## src/inc/adc_sel_pkg.sv

```systemverilog
// package: register map, field layout, codes and cycle counts of the
// converter input select and result format block
// assumes a 32-bit APB slave on one clock and millivolt level inputs
package adc_sel_pkg;
    // register byte offsets
    localparam logic [7:0] CHAN_REF_OFS = 8'h00;
    localparam logic [7:0] CTRL_A_OFS   = 8'h04;
    localparam logic [7:0] CTRL_B_OFS   = 8'h08;
    localparam logic [7:0] RES_LOW_OFS  = 8'h0C;
    localparam logic [7:0] RES_HIGH_OFS = 8'h10;
    // reset values
    localparam logic [7:0] CHAN_REF_RST = 8'h00;
    // control bit positions
    localparam int CA_EN_BIT    = 7;
    localparam int CA_START_BIT = 6;
    localparam int CA_FLAG_BIT  = 4;
    localparam int CB_BIP_BIT   = 7;
    localparam int CB_IPR_BIT   = 5;
    // conversion lengths in converter clock cycles
    localparam logic [4:0] CONV_NORMAL_CYC = 5'h0D;
    localparam logic [4:0] CONV_INIT_CYC   = 5'h19;
    // result coding
    localparam int         UNI_SHIFT = 10;
    localparam int         BIP_SHIFT = 9;
    localparam int         GAIN_HIGH = 20;
    localparam logic [9:0] CODE_MAX  = 10'h3FF;
    localparam logic [9:0] BIP_MAX   = 10'h1FF;
    localparam logic [9:0] BIP_MIN   = 10'h200;
    // internal references in millivolts
    localparam int INT11_MV  = 1100;
    localparam int INT256_MV = 2560;
    // reference select codes
    typedef logic [2:0] refs_t;
    localparam refs_t REFS_INT11   = 3'h2;
    localparam refs_t REFS_BYPASS  = 3'h7;
    localparam logic [3:0] CH_TEMP = 4'hF;
    // channel/reference register layout
    typedef struct packed {
        logic [1:0] ref_lo;
        logic       left_adjust;
        logic       ref_hi;
        logic [3:0] channel;
    } chan_ref_t;
    typedef enum logic [2:0] {
        SRC_IN0, SRC_IN1, SRC_IN2, SRC_IN3,
        SRC_BANDGAP, SRC_GROUND, SRC_TEMP, SRC_NONE
    } src_t;
    typedef struct packed {
        src_t pos;
        src_t neg;
        logic diff;
        logic gain20;
    } route_t;
    typedef enum logic [1:0] {
        ST_IDLE = 2'b00,
        ST_CONV = 2'b01,
        ST_DONE = 2'b11
    } conv_state_t;
endpackage : adc_sel_pkg

```

## src/logic/adc_select_top.sv

```systemverilog
// adc_select_top: channel/reference register, conversion sequencing
// and result presentation of a 10-bit converter, behind an APB slave
// assumes analog levels arrive as synchronous millivolt words and the
// converter clock is a fixed division of ref_clk
// Function
// RQ1 - result stays in the result byte registers after completion
// RQ2 - single-ended code is input times 1024 over reference
// RQ3 - unipolar differential code is difference times 1024 times gain
// RQ4 - unipolar result is zero when negative input is higher
// RQ5 - differential is unipolar unless the bipolar bit is set
// RQ6 - bipolar code is difference times 512 times gain, two's complement
// RQ7 - result bit 9 is the sign in bipolar mode
// RQ8 - channel 1111 routes the temperature sensor single-ended
// RQ9 - three-bit reference field selects supply, pin, 1.1V or 2.56V
// RQ10 - reference field sits at bits 7:6 and 4, held during conversion
// RQ11 - a reference change lengthens the next conversion to 25 cycles
// RQ12 - left adjust at bit 5 changes the presented result at once
// RQ13 - channel field bits 3:0 held until the conversion completes
// RQ14 - codes 0-3 inputs, 1100 bandgap, 1101 ground, 1110 open
// RQ15 - codes 0100-1011 are differential pairs, odd codes gain 20
// RQ16 - codes 0100, 0101, 1000, 1001 short a pin for offset
// RQ17 - done flag sets when result registers are updated
// RQ18 - normal conversion 13 converter cycles, initialising one 25
// RQ19 - left adjust puts bits 9:2 high, right adjust bits 9:8 low
// RQ20 - channel/reference register resets to zero
`timescale 1ns/1ps
`default_nettype none
module adc_select_top #(
    parameter int VW      = 13,
    parameter int CLK_DIV = 2
) (
    // clock and reset
    input  wire logic           ref_clk,
    input  wire logic           reset,
    // apb slave
    input  wire logic           psel,
    input  wire logic           penable,
    input  wire logic           pwrite,
    input  wire logic [7:0]     paddr,
    input  wire logic [31:0]    pwdata,
    input  wire logic [3:0]     pstrb,
    output logic      [31:0]    prdata,
    output logic                pready,
    output logic                pslverr,
    // sampled analog levels in millivolts
    input  wire logic [VW-1:0]  analog_input_0,
    input  wire logic [VW-1:0]  analog_input_1,
    input  wire logic [VW-1:0]  analog_input_2,
    input  wire logic [VW-1:0]  analog_input_3,
    input  wire logic [VW-1:0]  bandgap_voltage,
    input  wire logic [VW-1:0]  temp_sensor_voltage,
    input  wire logic [VW-1:0]  external_reference_pin,
    input  wire logic [VW-1:0]  supply_voltage,
    // analog control and status
    output adc_sel_pkg::refs_t  ref_select,
    output logic                ref_bypass_en,
    output logic                ext_ref_connect,
    output logic                temp_sensor_en,
    output logic                conv_busy,
    output logic                conversion_done_flag
);
    import adc_sel_pkg::*;
    localparam int DW = $clog2(CLK_DIV + 1);

    chan_ref_t     chan_ref_r;
    chan_ref_t     active_r;
    refs_t         last_ref_r;
    conv_state_t   state_r;
    logic          enable_r;
    logic          bipolar_r;
    logic          reverse_r;
    logic          flag_r;
    logic          init_pend_r;
    logic [4:0]    conv_len_r;
    logic [4:0]    conv_cnt_r;
    logic [DW-1:0] div_cnt_r;
    logic [9:0]    result_r;
    logic [31:0]   prdata_r;
    logic          wr_acc;
    logic          wr_chan;
    logic          wr_ctrl_a;
    logic          wr_ctrl_b;
    logic          enabling;
    logic          start_go;
    logic          long_nxt;
    logic          tick;
    logic          conv_end;
    logic [31:0]   rd_word;
    logic [VW-1:0] v_src [8];
    logic [VW-1:0] v_pos;
    logic [VW-1:0] v_neg;
    logic [VW-1:0] v_ref;
    route_t        route;
    logic [9:0]    code;

    // reference field gathered from its split positions
    function automatic refs_t refs_of(input chan_ref_t c);
        return {c.ref_hi, c.ref_lo};
    endfunction : refs_of

    function automatic logic addr_hit(input logic [7:0] a);
        return a == CHAN_REF_OFS || a == CTRL_A_OFS || a == CTRL_B_OFS ||
               a == RES_LOW_OFS || a == RES_HIGH_OFS;
    endfunction : addr_hit

    // RQ19 result placement in the two bytes
    function automatic logic [15:0] place(input logic [9:0] r,
                                          input logic left);
        return left ? {r, 6'h00} : {6'h00, r};
    endfunction : place

    // zero wait states; read data was captured in the setup cycle
    assign pready    = psel & penable;
    assign pslverr   = pready & ~addr_hit(paddr);
    assign prdata    = prdata_r;
    assign wr_acc    = pready & pwrite & pstrb[0];
    assign wr_chan   = wr_acc && paddr == CHAN_REF_OFS;
    assign wr_ctrl_a = wr_acc && paddr == CTRL_A_OFS;
    assign wr_ctrl_b = wr_acc && paddr == CTRL_B_OFS;

    // start needs the enable bit written in the same word; a held enable alone does not start
    assign enabling = wr_ctrl_a & pwdata[CA_EN_BIT] & ~enable_r;
    assign start_go = wr_ctrl_a & pwdata[CA_START_BIT] & pwdata[CA_EN_BIT]
                      & (state_r == ST_IDLE);
    // RQ11 RQ18 long after enable or a reference change
    assign long_nxt = init_pend_r | enabling |
                      (refs_of(chan_ref_r) != last_ref_r);

    // RQ20 RQ10 RQ12 channel/reference register
    always_ff @(posedge ref_clk) begin
        if (reset)
            chan_ref_r <= chan_ref_t'(CHAN_REF_RST);
        else if (wr_chan)
            chan_ref_r <= chan_ref_t'(pwdata[7:0]);
    end

    // RQ5 enable and mode bits, bipolar off after reset
    always_ff @(posedge ref_clk) begin
        if (reset) begin
            enable_r  <= 1'b0;
            bipolar_r <= 1'b0;
            reverse_r <= 1'b0;
        end else begin
            if (wr_ctrl_a)
                enable_r <= pwdata[CA_EN_BIT];
            if (wr_ctrl_b) begin
                bipolar_r <= pwdata[CB_BIP_BIT];
                reverse_r <= pwdata[CB_IPR_BIT];
            end
        end
    end

    // first conversion after enabling initialises the converter
    always_ff @(posedge ref_clk) begin
        if (reset)
            init_pend_r <= 1'b0;
        else if (start_go)
            init_pend_r <= 1'b0;
        else if (enabling)
            init_pend_r <= 1'b1;
    end

    // RQ10 RQ13 channel/reference settings frozen while converting
    always_ff @(posedge ref_clk) begin
        if (reset)
            active_r <= chan_ref_t'(CHAN_REF_RST);
        else if (state_r == ST_IDLE)
            active_r <= chan_ref_r;
    end

    // RQ11 reference used by the previous conversion
    always_ff @(posedge ref_clk) begin
        if (reset) begin
            last_ref_r <= refs_t'(CHAN_REF_RST[2:0]);
            conv_len_r <= CONV_NORMAL_CYC;
        end else if (start_go) begin
            last_ref_r <= refs_of(chan_ref_r);
            conv_len_r <= long_nxt ? CONV_INIT_CYC : CONV_NORMAL_CYC;
        end
    end

    // converter clock: one enable pulse every CLK_DIV cycles
    assign tick = (state_r == ST_CONV) && div_cnt_r == DW'(CLK_DIV - 1);
    always_ff @(posedge ref_clk) begin
        if (reset || state_r != ST_CONV || tick)
            div_cnt_r <= '0;
        else
            div_cnt_r <= div_cnt_r + 1'b1;
    end

    // RQ18 converter cycle count
    assign conv_end = enable_r && tick && conv_cnt_r == conv_len_r - 5'h01;
    always_ff @(posedge ref_clk) begin
        if (reset || state_r != ST_CONV)
            conv_cnt_r <= '0;
        else if (tick)
            conv_cnt_r <= conv_cnt_r + 5'h01;
    end

    // sequencing; clearing enable abandons a conversion
    always_ff @(posedge ref_clk) begin
        if (reset)
            state_r <= ST_IDLE;
        else
            case (state_r)
                ST_IDLE: if (start_go) state_r <= ST_CONV;
                ST_CONV: begin
                    if (!enable_r)
                        state_r <= ST_IDLE;
                    else if (conv_end)
                        state_r <= ST_DONE;
                end
                ST_DONE: state_r <= ST_IDLE;
                default: state_r <= ST_IDLE;
            endcase
    end

    // RQ1 result captured once, at the end of a conversion
    always_ff @(posedge ref_clk) begin
        if (reset)
            result_r <= '0;
        else if (state_r == ST_DONE)
            result_r <= code;
    end

    // RQ17 done flag; a completion beats a same-cycle clear
    always_ff @(posedge ref_clk) begin
        if (reset)
            flag_r <= 1'b0;
        else
            flag_r <= (state_r == ST_DONE) |
                      (flag_r & ~(wr_ctrl_a & pwdata[CA_FLAG_BIT]));
    end

    // read mux; unmapped offsets read zero
    always_comb begin
        rd_word = '0;
        case (paddr)
            CHAN_REF_OFS: rd_word[7:0] = chan_ref_r;
            CTRL_A_OFS: begin
                rd_word[CA_EN_BIT]    = enable_r;
                rd_word[CA_START_BIT] = conv_busy;
                rd_word[CA_FLAG_BIT]  = flag_r;
            end
            CTRL_B_OFS: begin
                rd_word[CB_BIP_BIT] = bipolar_r;
                rd_word[CB_IPR_BIT] = reverse_r;
            end
            // RQ12 adjust applied live to the stored result
            RES_LOW_OFS:
                rd_word[7:0] = 8'(place(result_r, chan_ref_r.left_adjust));
            RES_HIGH_OFS:
                rd_word = 32'(place(result_r, chan_ref_r.left_adjust) >> 8);
            default: rd_word = '0;
        endcase
    end

    always_ff @(posedge ref_clk) begin
        if (reset)
            prdata_r <= '0;
        else if (psel && !penable && !pwrite)
            prdata_r <= rd_word;
    end

    // RQ9 reference decode, reserved code gives a zero reference
    always_comb begin
        case (refs_of(active_r))
            3'h0, 3'h4: v_ref = supply_voltage;
            3'h1, 3'h5: v_ref = external_reference_pin;
            REFS_INT11: v_ref = VW'(INT11_MV);
            3'h6, 3'h7: v_ref = VW'(INT256_MV);
            default:    v_ref = '0;
        endcase
    end

    assign ref_select      = refs_of(active_r);
    assign ref_bypass_en   = refs_of(active_r) == REFS_BYPASS;
    assign ext_ref_connect = active_r.ref_lo == 2'b01;
    assign conv_busy       = state_r != ST_IDLE;
    assign conversion_done_flag = flag_r;
    // RQ8 temperature sensor powered when routed
    assign temp_sensor_en  = route.pos == SRC_TEMP;

    assign v_src = '{analog_input_0, analog_input_1, analog_input_2,
                     analog_input_3, bandgap_voltage, {VW{1'b0}},
                     temp_sensor_voltage, {VW{1'b0}}};

    input_mux #(.VW(VW)) u_mux (
        .channel          (active_r.channel),
        .polarity_reverse (reverse_r),
        .v_src            (v_src),
        .route            (route),
        .v_pos            (v_pos),
        .v_neg            (v_neg)
    );

    code_former #(.VW(VW)) u_former (
        .v_pos   (v_pos),
        .v_neg   (v_neg),
        .v_ref   (v_ref),
        .diff    (route.diff),
        .gain20  (route.gain20),
        .bipolar (bipolar_r),
        .code    (code)
    );
endmodule : adc_select_top
`default_nettype wire

```

## src/logic/input_mux.sv

```systemverilog
// input_mux: decodes the channel field into a positive and negative
// source with gain, and picks the matching levels
// assumes levels are sampled words, synchronous to the block clock
`timescale 1ns/1ps
`default_nettype none
module input_mux #(
    parameter int VW = 13
) (
    // selection
    input  wire logic [3:0]         channel,
    input  wire logic               polarity_reverse,
    // levels indexed by source code
    input  wire logic [VW-1:0]      v_src [8],
    // routed result
    output adc_sel_pkg::route_t     route,
    output logic      [VW-1:0]      v_pos,
    output logic      [VW-1:0]      v_neg
);
    import adc_sel_pkg::*;

    // channel code to routing, pairs share gain on bit 0
    function automatic route_t decode(input logic [3:0] ch);
        route_t r;
        r = '{pos: SRC_NONE, neg: SRC_GROUND, diff: 1'b0, gain20: 1'b0};
        case (ch)
            4'h0, 4'h1, 4'h2, 4'h3: r.pos = src_t'({1'b0, ch[1:0]});
            4'h4, 4'h5: r = '{SRC_IN2, SRC_IN2, 1'b1, ch[0]};
            4'h6, 4'h7: r = '{SRC_IN2, SRC_IN3, 1'b1, ch[0]};
            4'h8, 4'h9: r = '{SRC_IN0, SRC_IN0, 1'b1, ch[0]};
            4'hA, 4'hB: r = '{SRC_IN0, SRC_IN1, 1'b1, ch[0]};
            4'hC: r.pos = SRC_BANDGAP;
            4'hD: r.pos = SRC_GROUND;
            4'hF: r.pos = SRC_TEMP;
            default: r.pos = SRC_NONE;
        endcase
        return r;
    endfunction : decode

    // ground and open inputs read as zero
    function automatic logic [VW-1:0] pick(input src_t s,
                                           input logic [VW-1:0] v [8]);
        return (s == SRC_GROUND || s == SRC_NONE) ? '0 : v[s];
    endfunction : pick

    // RQ14 RQ15 RQ16 channel and pair routing
    always_comb begin
        route = decode(channel);
        if (route.diff && polarity_reverse) begin
            v_pos = pick(route.neg, v_src);
            v_neg = pick(route.pos, v_src);
        end else begin
            v_pos = pick(route.pos, v_src);
            v_neg = pick(route.neg, v_src);
        end
    end
endmodule : input_mux
`default_nettype wire

```

## src/logic/code_former.sv

```systemverilog
// code_former: turns routed levels into the 10-bit result code for
// single-ended, unipolar and bipolar differential conversions
// assumes a reference level of zero means reserved, codes saturate
`timescale 1ns/1ps
`default_nettype none
module code_former #(
    parameter int VW = 13
) (
    // operands
    input  wire logic [VW-1:0] v_pos,
    input  wire logic [VW-1:0] v_neg,
    input  wire logic [VW-1:0] v_ref,
    input  wire logic          diff,
    input  wire logic          gain20,
    input  wire logic          bipolar,
    // result
    output logic      [9:0]    code
);
    import adc_sel_pkg::*;
    localparam int PW = VW + 15;

    // magnitude times 2^sh times gain over reference
    function automatic logic [PW-1:0] scale(input logic [VW-1:0] mag,
                                            input logic hi,
                                            input logic [VW-1:0] vr,
                                            input int sh);
        logic [PW-1:0] num;
        num = {{(PW-VW){1'b0}}, mag} << sh;
        if (hi) num = PW'(num * PW'(GAIN_HIGH));
        if (vr == '0) return '1;
        return num / {{(PW-VW){1'b0}}, vr};
    endfunction : scale

    logic          pos_ge;
    logic [VW-1:0] mag;
    logic [PW-1:0] q;

    // one path per conversion type; results beyond range saturate
    always_comb begin
        pos_ge = v_pos >= v_neg;
        mag    = pos_ge ? v_pos - v_neg : v_neg - v_pos;
        q      = '0;
        code   = '0;
        if (!diff) begin
            // RQ2 single-ended code
            q    = scale(v_pos, 1'b0, v_ref, UNI_SHIFT);
            code = (q > CODE_MAX) ? CODE_MAX : q[9:0];
        end else if (!bipolar) begin
            // RQ3 RQ4 unipolar, clamped at zero
            q    = scale(mag, gain20, v_ref, UNI_SHIFT);
            if (pos_ge) code = (q > CODE_MAX) ? CODE_MAX : q[9:0];
        end else begin
            // RQ6 RQ7 bipolar two's complement
            q = scale(mag, gain20, v_ref, BIP_SHIFT);
            if (pos_ge)
                code = (q > BIP_MAX) ? BIP_MAX : q[9:0];
            else if (q >= BIP_MIN)
                code = BIP_MIN;
            else
                code = 10'(-q[9:0]);
        end
    end
endmodule : code_former
`default_nettype wire

```

## config.mk

```make
export PLATFORM = sky130hd
export DESIGN_NAME = adc_select_top
export DESIGN_NICKNAME = d
export VERILOG_FILES = /design/src/inc/adc_sel_pkg.sv /design/src/logic/adc_select_top.sv /design/src/logic/input_mux.sv /design/src/logic/code_former.sv
export SDC_FILE = /design/constraint.sdc
export NUM_CORES = 2
export LEC_CHECK = 0
export ABC_CLOCK_PERIOD_IN_PS = 125200
export BUFFER_PORTS_ARGS = -buffer_cell sky130_fd_sc_hd__buf_4
export CAP_MARGIN = 5
export CORE_MARGIN = 10
export CORE_UTILIZATION = 45
export DETAILED_ROUTE_END_ITERATION = 8
export GPL_TIMING_DRIVEN = 0
export PLACE_DENSITY = 0.6
export SLEW_MARGIN = 25
export SYNTH_ARGS = -nofsm -noshare
export SYNTH_HDL_FRONTEND = slang
export SYNTH_HIERARCHICAL = 1
export SYNTH_SLANG_ARGS = --single-unit
```

## constraint.sdc

```tcl
create_clock -name ref_clk -period 125.2 [get_ports ref_clk]
set_input_delay 6.26 -clock ref_clk [delete_from_list [all_inputs] [get_ports ref_clk]]
set_output_delay 6.26 -clock ref_clk [all_outputs]
set_load 0.005 [all_outputs]
```

==> load_flow_metrics.sql <==
INSERT INTO impl_metrics (metric_group, metric, value, unit) VALUES
('detailed_routing', 'antenna_violating_nets_post_route', '0', ''),
('finish', 'final_cell_count_without_fillers', '11221', ''),
('sta', 'final_hold_violating_endpoints', '0', ''),
('global_route', 'wire_length_of_the_first_global_routing_pass', '357', 'mm'),
('global_route', 'grt_max_degree', '53', ''),
('clock_tree', 'cts_made_buffers', '5', ''),
('detailed_routing', 'drt_iter0_markers', '6544', ''),
('sta', 'rsz0062_at_grt', 'false', ''),
('floorplan', 'rows', '136', ''),
('run', 'maxCapViolCount', '0', ''),
('clock_tree', 'cts_hold_buf', '0', ''),
('sta', 'setup_slack', '22.15', 'ns'),
('sta', 'fmaxAchievable', '9.70', 'MHz'),
('floorplan', 'core', '138000', 'sq um'),
('worst_setup_path', 'timing.reg2reg.setup_slack', '27.18', 'ns'),
('finish', 'antenna-diode-count', '0', ''),
('worst_setup_path', 'cpMaxStageDelayCell', 'sky130_fd_sc_hd__a21boi_0', ''),
('worst_hold_path', 'worst_hold_path_class', 'reg2reg', ''),
('placed_design', 'globalplace.congestion', '0.965', ''),
('sta', 'sum_neg_setup_slack', '0', 'ns'),
('finish', 'most-common-layout-cells', 'sky130_fd_sc_hd__nor2_1, sky130_fd_sc_hd__ha_1, sky130_fd_sc_hd__nand2_1', ''),
('logic_synthesis', 'yosysWarnings', '6', ''),
('status', 'run_status', 'finished clean', ''),
('clock_tree', 'clock_sink_count', '52', ''),
('sta', 'maxSlewViolCount', '0', ''),
('detailed_routing', 'drt_wl_total', '228', 'mm'),
('placed_design', 'dp_hpwl', '184', 'mm'),
('clock_tree', 'clk-insertion-delay-late', '0.30', 'ns'),
('sta', 'timing.slew.headroom', '22.6', '%'),
('worst_setup_path', 'timing.critical_path.to_type', 'register', ''),
('worst_setup_path', 'worst_ep_arrival_time', '103.28', 'ns'),
('sta', 'layout_worst_path_cycle_share', '82.3', '%'),
('clock_tree', 'root_buffer', 'sky130_fd_sc_hd__clkbuf_16', ''),
('detailed_routing', 'drtPass1Iterations', '8', ''),
('worst_setup_path', 'critical_path.startpoint_type', 'primary input', ''),
('worst_setup_path', 'critPathKind', 'in2reg', ''),
('worst_setup_path', 'crit_path_end', 'result_r[8]$_SDFFE_PP0P_', ''),
('detailed_routing', 'vias_per_cell', '6.41', ''),
('logic_synthesis', 'synthCells', '9159', ''),
('worst_setup_path', 'timing.critical_path.from', 'bandgap_voltage[0]', ''),
('global_route', 'antenna_found_initial', '3', ''),
('global_route', 'overflow_after_grt', '0', ''),
('placed_design', 'dpl-instance-area', '66800', 'sq um'),
('clock_tree', 'clk_transition_reported_paths', '0.08', 'ns'),
('sta', 'max_slew.worst_pin.slew', '1.15', 'ns'),
('sta', 'finalClockSkew', '0.0108', 'ns'),
('sta', 'setup-violations-final', '0', ''),
('placed_design', 'io_buffers', '143', ''),
('clock_tree', 'clk_path_buf_depth', '2', ''),
('finish', 'layout.cell_area.non_filler', '66900', 'sq um'),
('sta', 'period_needed', '103.05', 'ns'),
('floorplan', 'die_h', '393', 'um'),
('finish', 'numnets_final', '10392', ''),
('detailed_routing', 'routed_length_per_instance', '20.3', 'um'),
('detailed_routing', 'drc', '0', ''),
('worst_setup_path', 'cp_slowest_stage_delay', '0.93', 'ns'),
('global_route', 'first_global_vias', '65885', ''),
('clock_tree', 'cts_tree', 'built', ''),
('placed_design', 'pre_cts_slack', '23.66', 'ns'),
('worst_setup_path', 'cpMostUsedCell', 'sky130_fd_sc_hd__o21a_1', ''),
('floorplan', 'die-area', '155000', 'sq um'),
('worst_setup_path', 'reg2reg_depth', '406', ''),
('global_route', 'globalRouteTotalUtil', '27.1', '%'),
('clock_tree', 'htree_levels', '2', ''),
('floorplan', 'floorplan.die.width', '393', 'um'),
('placed_design', 'dp.cells', '11213', ''),
('finish', 'synth_to_final_area_change', '6.75', '%'),
('clock_tree', 'post_cts_resized', '0', ''),
('logic_synthesis', 'syn_area', '62700', 'sq um'),
('worst_setup_path', 'crit-reg2reg-capture', 'result_r[8]$_SDFFE_PP0P_', ''),
('worst_setup_path', 'rr_startpoint', 'active_r[2]$_SDFFE_PP0N_', ''),
('detailed_routing', 'via_count', '71961', ''),
('finish', 'final_layout_size_suffix_gt1_share', '8.89', '%'),
('floorplan', 'io_pins', '195', ''),
('worst_setup_path', 'crit_path_max_fanout', '10', ''),
('floorplan', 'floorplan.initialDensity', '45.4', '%'),
('clock_tree', 'post-cts-setup-buffers', '0', ''),
('worst_setup_path', 'timing.critical_path.required', '125.43', 'ns'),
('finish', 'final_common_cell', 'sky130_fd_sc_hd__nor2_1', ''),
('logic_synthesis', 'synth_area_per_cell', '6.85', 'sq um');
[critical path: cells and delay by family]
family	cells	cell delay, ns
XOR/XNOR	1	0.33
adder cells (fa/ha/maj)	31	9.69
AO/OA/AOI/OAI	222	50.02
AND/OR/NAND/NOR	97	18.72
buffers and inverters	48	15.76
multiplexers	6	2.29
[layer usage]
layer | vias up | track usage [%] | wire length [um]
met5 | - | 0 | 0
met4 | 0 | 6.76 | 6220
met3 | 346 | 2.11 | 15600
met2 | 2613 | 44.5 | 101000
met1 | 33793 | 38.0 | 106000
li1 | 35209 | - | -
[flip-flops by register name, indices dropped and copies added, names as in the netlist]
| register | cells |
|---|---|
| bipolar_r | 1 |
| conversion_done_flag | 1 |
| enable_r | 1 |
| result_r | 10 |
| last_ref_r | 3 |
| conv_cnt_r | 5 |
| ref_select | 3 |
| prdata | 8 |
| conv_len_r | 2 |
| chan_ref_r | 8 |
| div_cnt_r | 2 |
| active_r | 4 |
| reverse_r | 1 |
| state_r | 2 |
| init_pend_r | 1 |
[cell type report]
class,instances,area (sq um)
Fill cell,14158,71100
Multi-Input combinational cell,8544,59400
Tap cell,1863,2330
Timing Repair Buffer,161,1490
Buffer,313,1420
Inverter,280,1110
Sequential cell,52,1040
Clock buffer,5,125
Clock inverter,3,26.3
[per-stage QoR]
step,util (%),hold WS [ns]
after floorplan,-,0.408
after global placement,48.0,0.418
after detailed placement,48.4,0.425
after CTS,48.5,0.441
after global routing,48.5,0.452
final,48.5,0.436
[how the worst min path moves through the flow]
| stage | to | from | slack [ns] | cells after the start |
|---|---|---|---|---|
| 2_1_floorplan | div_cnt_r[0]$_SDFF_PP0_ | div_cnt_r[0]$_SDFF_PP0_ | 0.41 | 1 |
| 3_3_place_gp | div_cnt_r[0]$_SDFF_PP0_ | div_cnt_r[0]$_SDFF_PP0_ | 0.42 | 1 |
| 3_5_place_dp | div_cnt_r[0]$_SDFF_PP0_ | div_cnt_r[0]$_SDFF_PP0_ | 0.43 | 1 |
| 4_1_cts | div_cnt_r[0]$_SDFF_PP0_ | div_cnt_r[0]$_SDFF_PP0_ | 0.44 | 1 |
| 5_1_grt | div_cnt_r[0]$_SDFF_PP0_ | div_cnt_r[0]$_SDFF_PP0_ | 0.45 | 1 |
| 6_report | div_cnt_r[0]$_SDFF_PP0_ | div_cnt_r[0]$_SDFF_PP0_ | 0.44 | 1 |
Power is left out: the tool's default activity adds up to more than one toggle a clock period on the data nets, which glitch-free logic cannot reach.
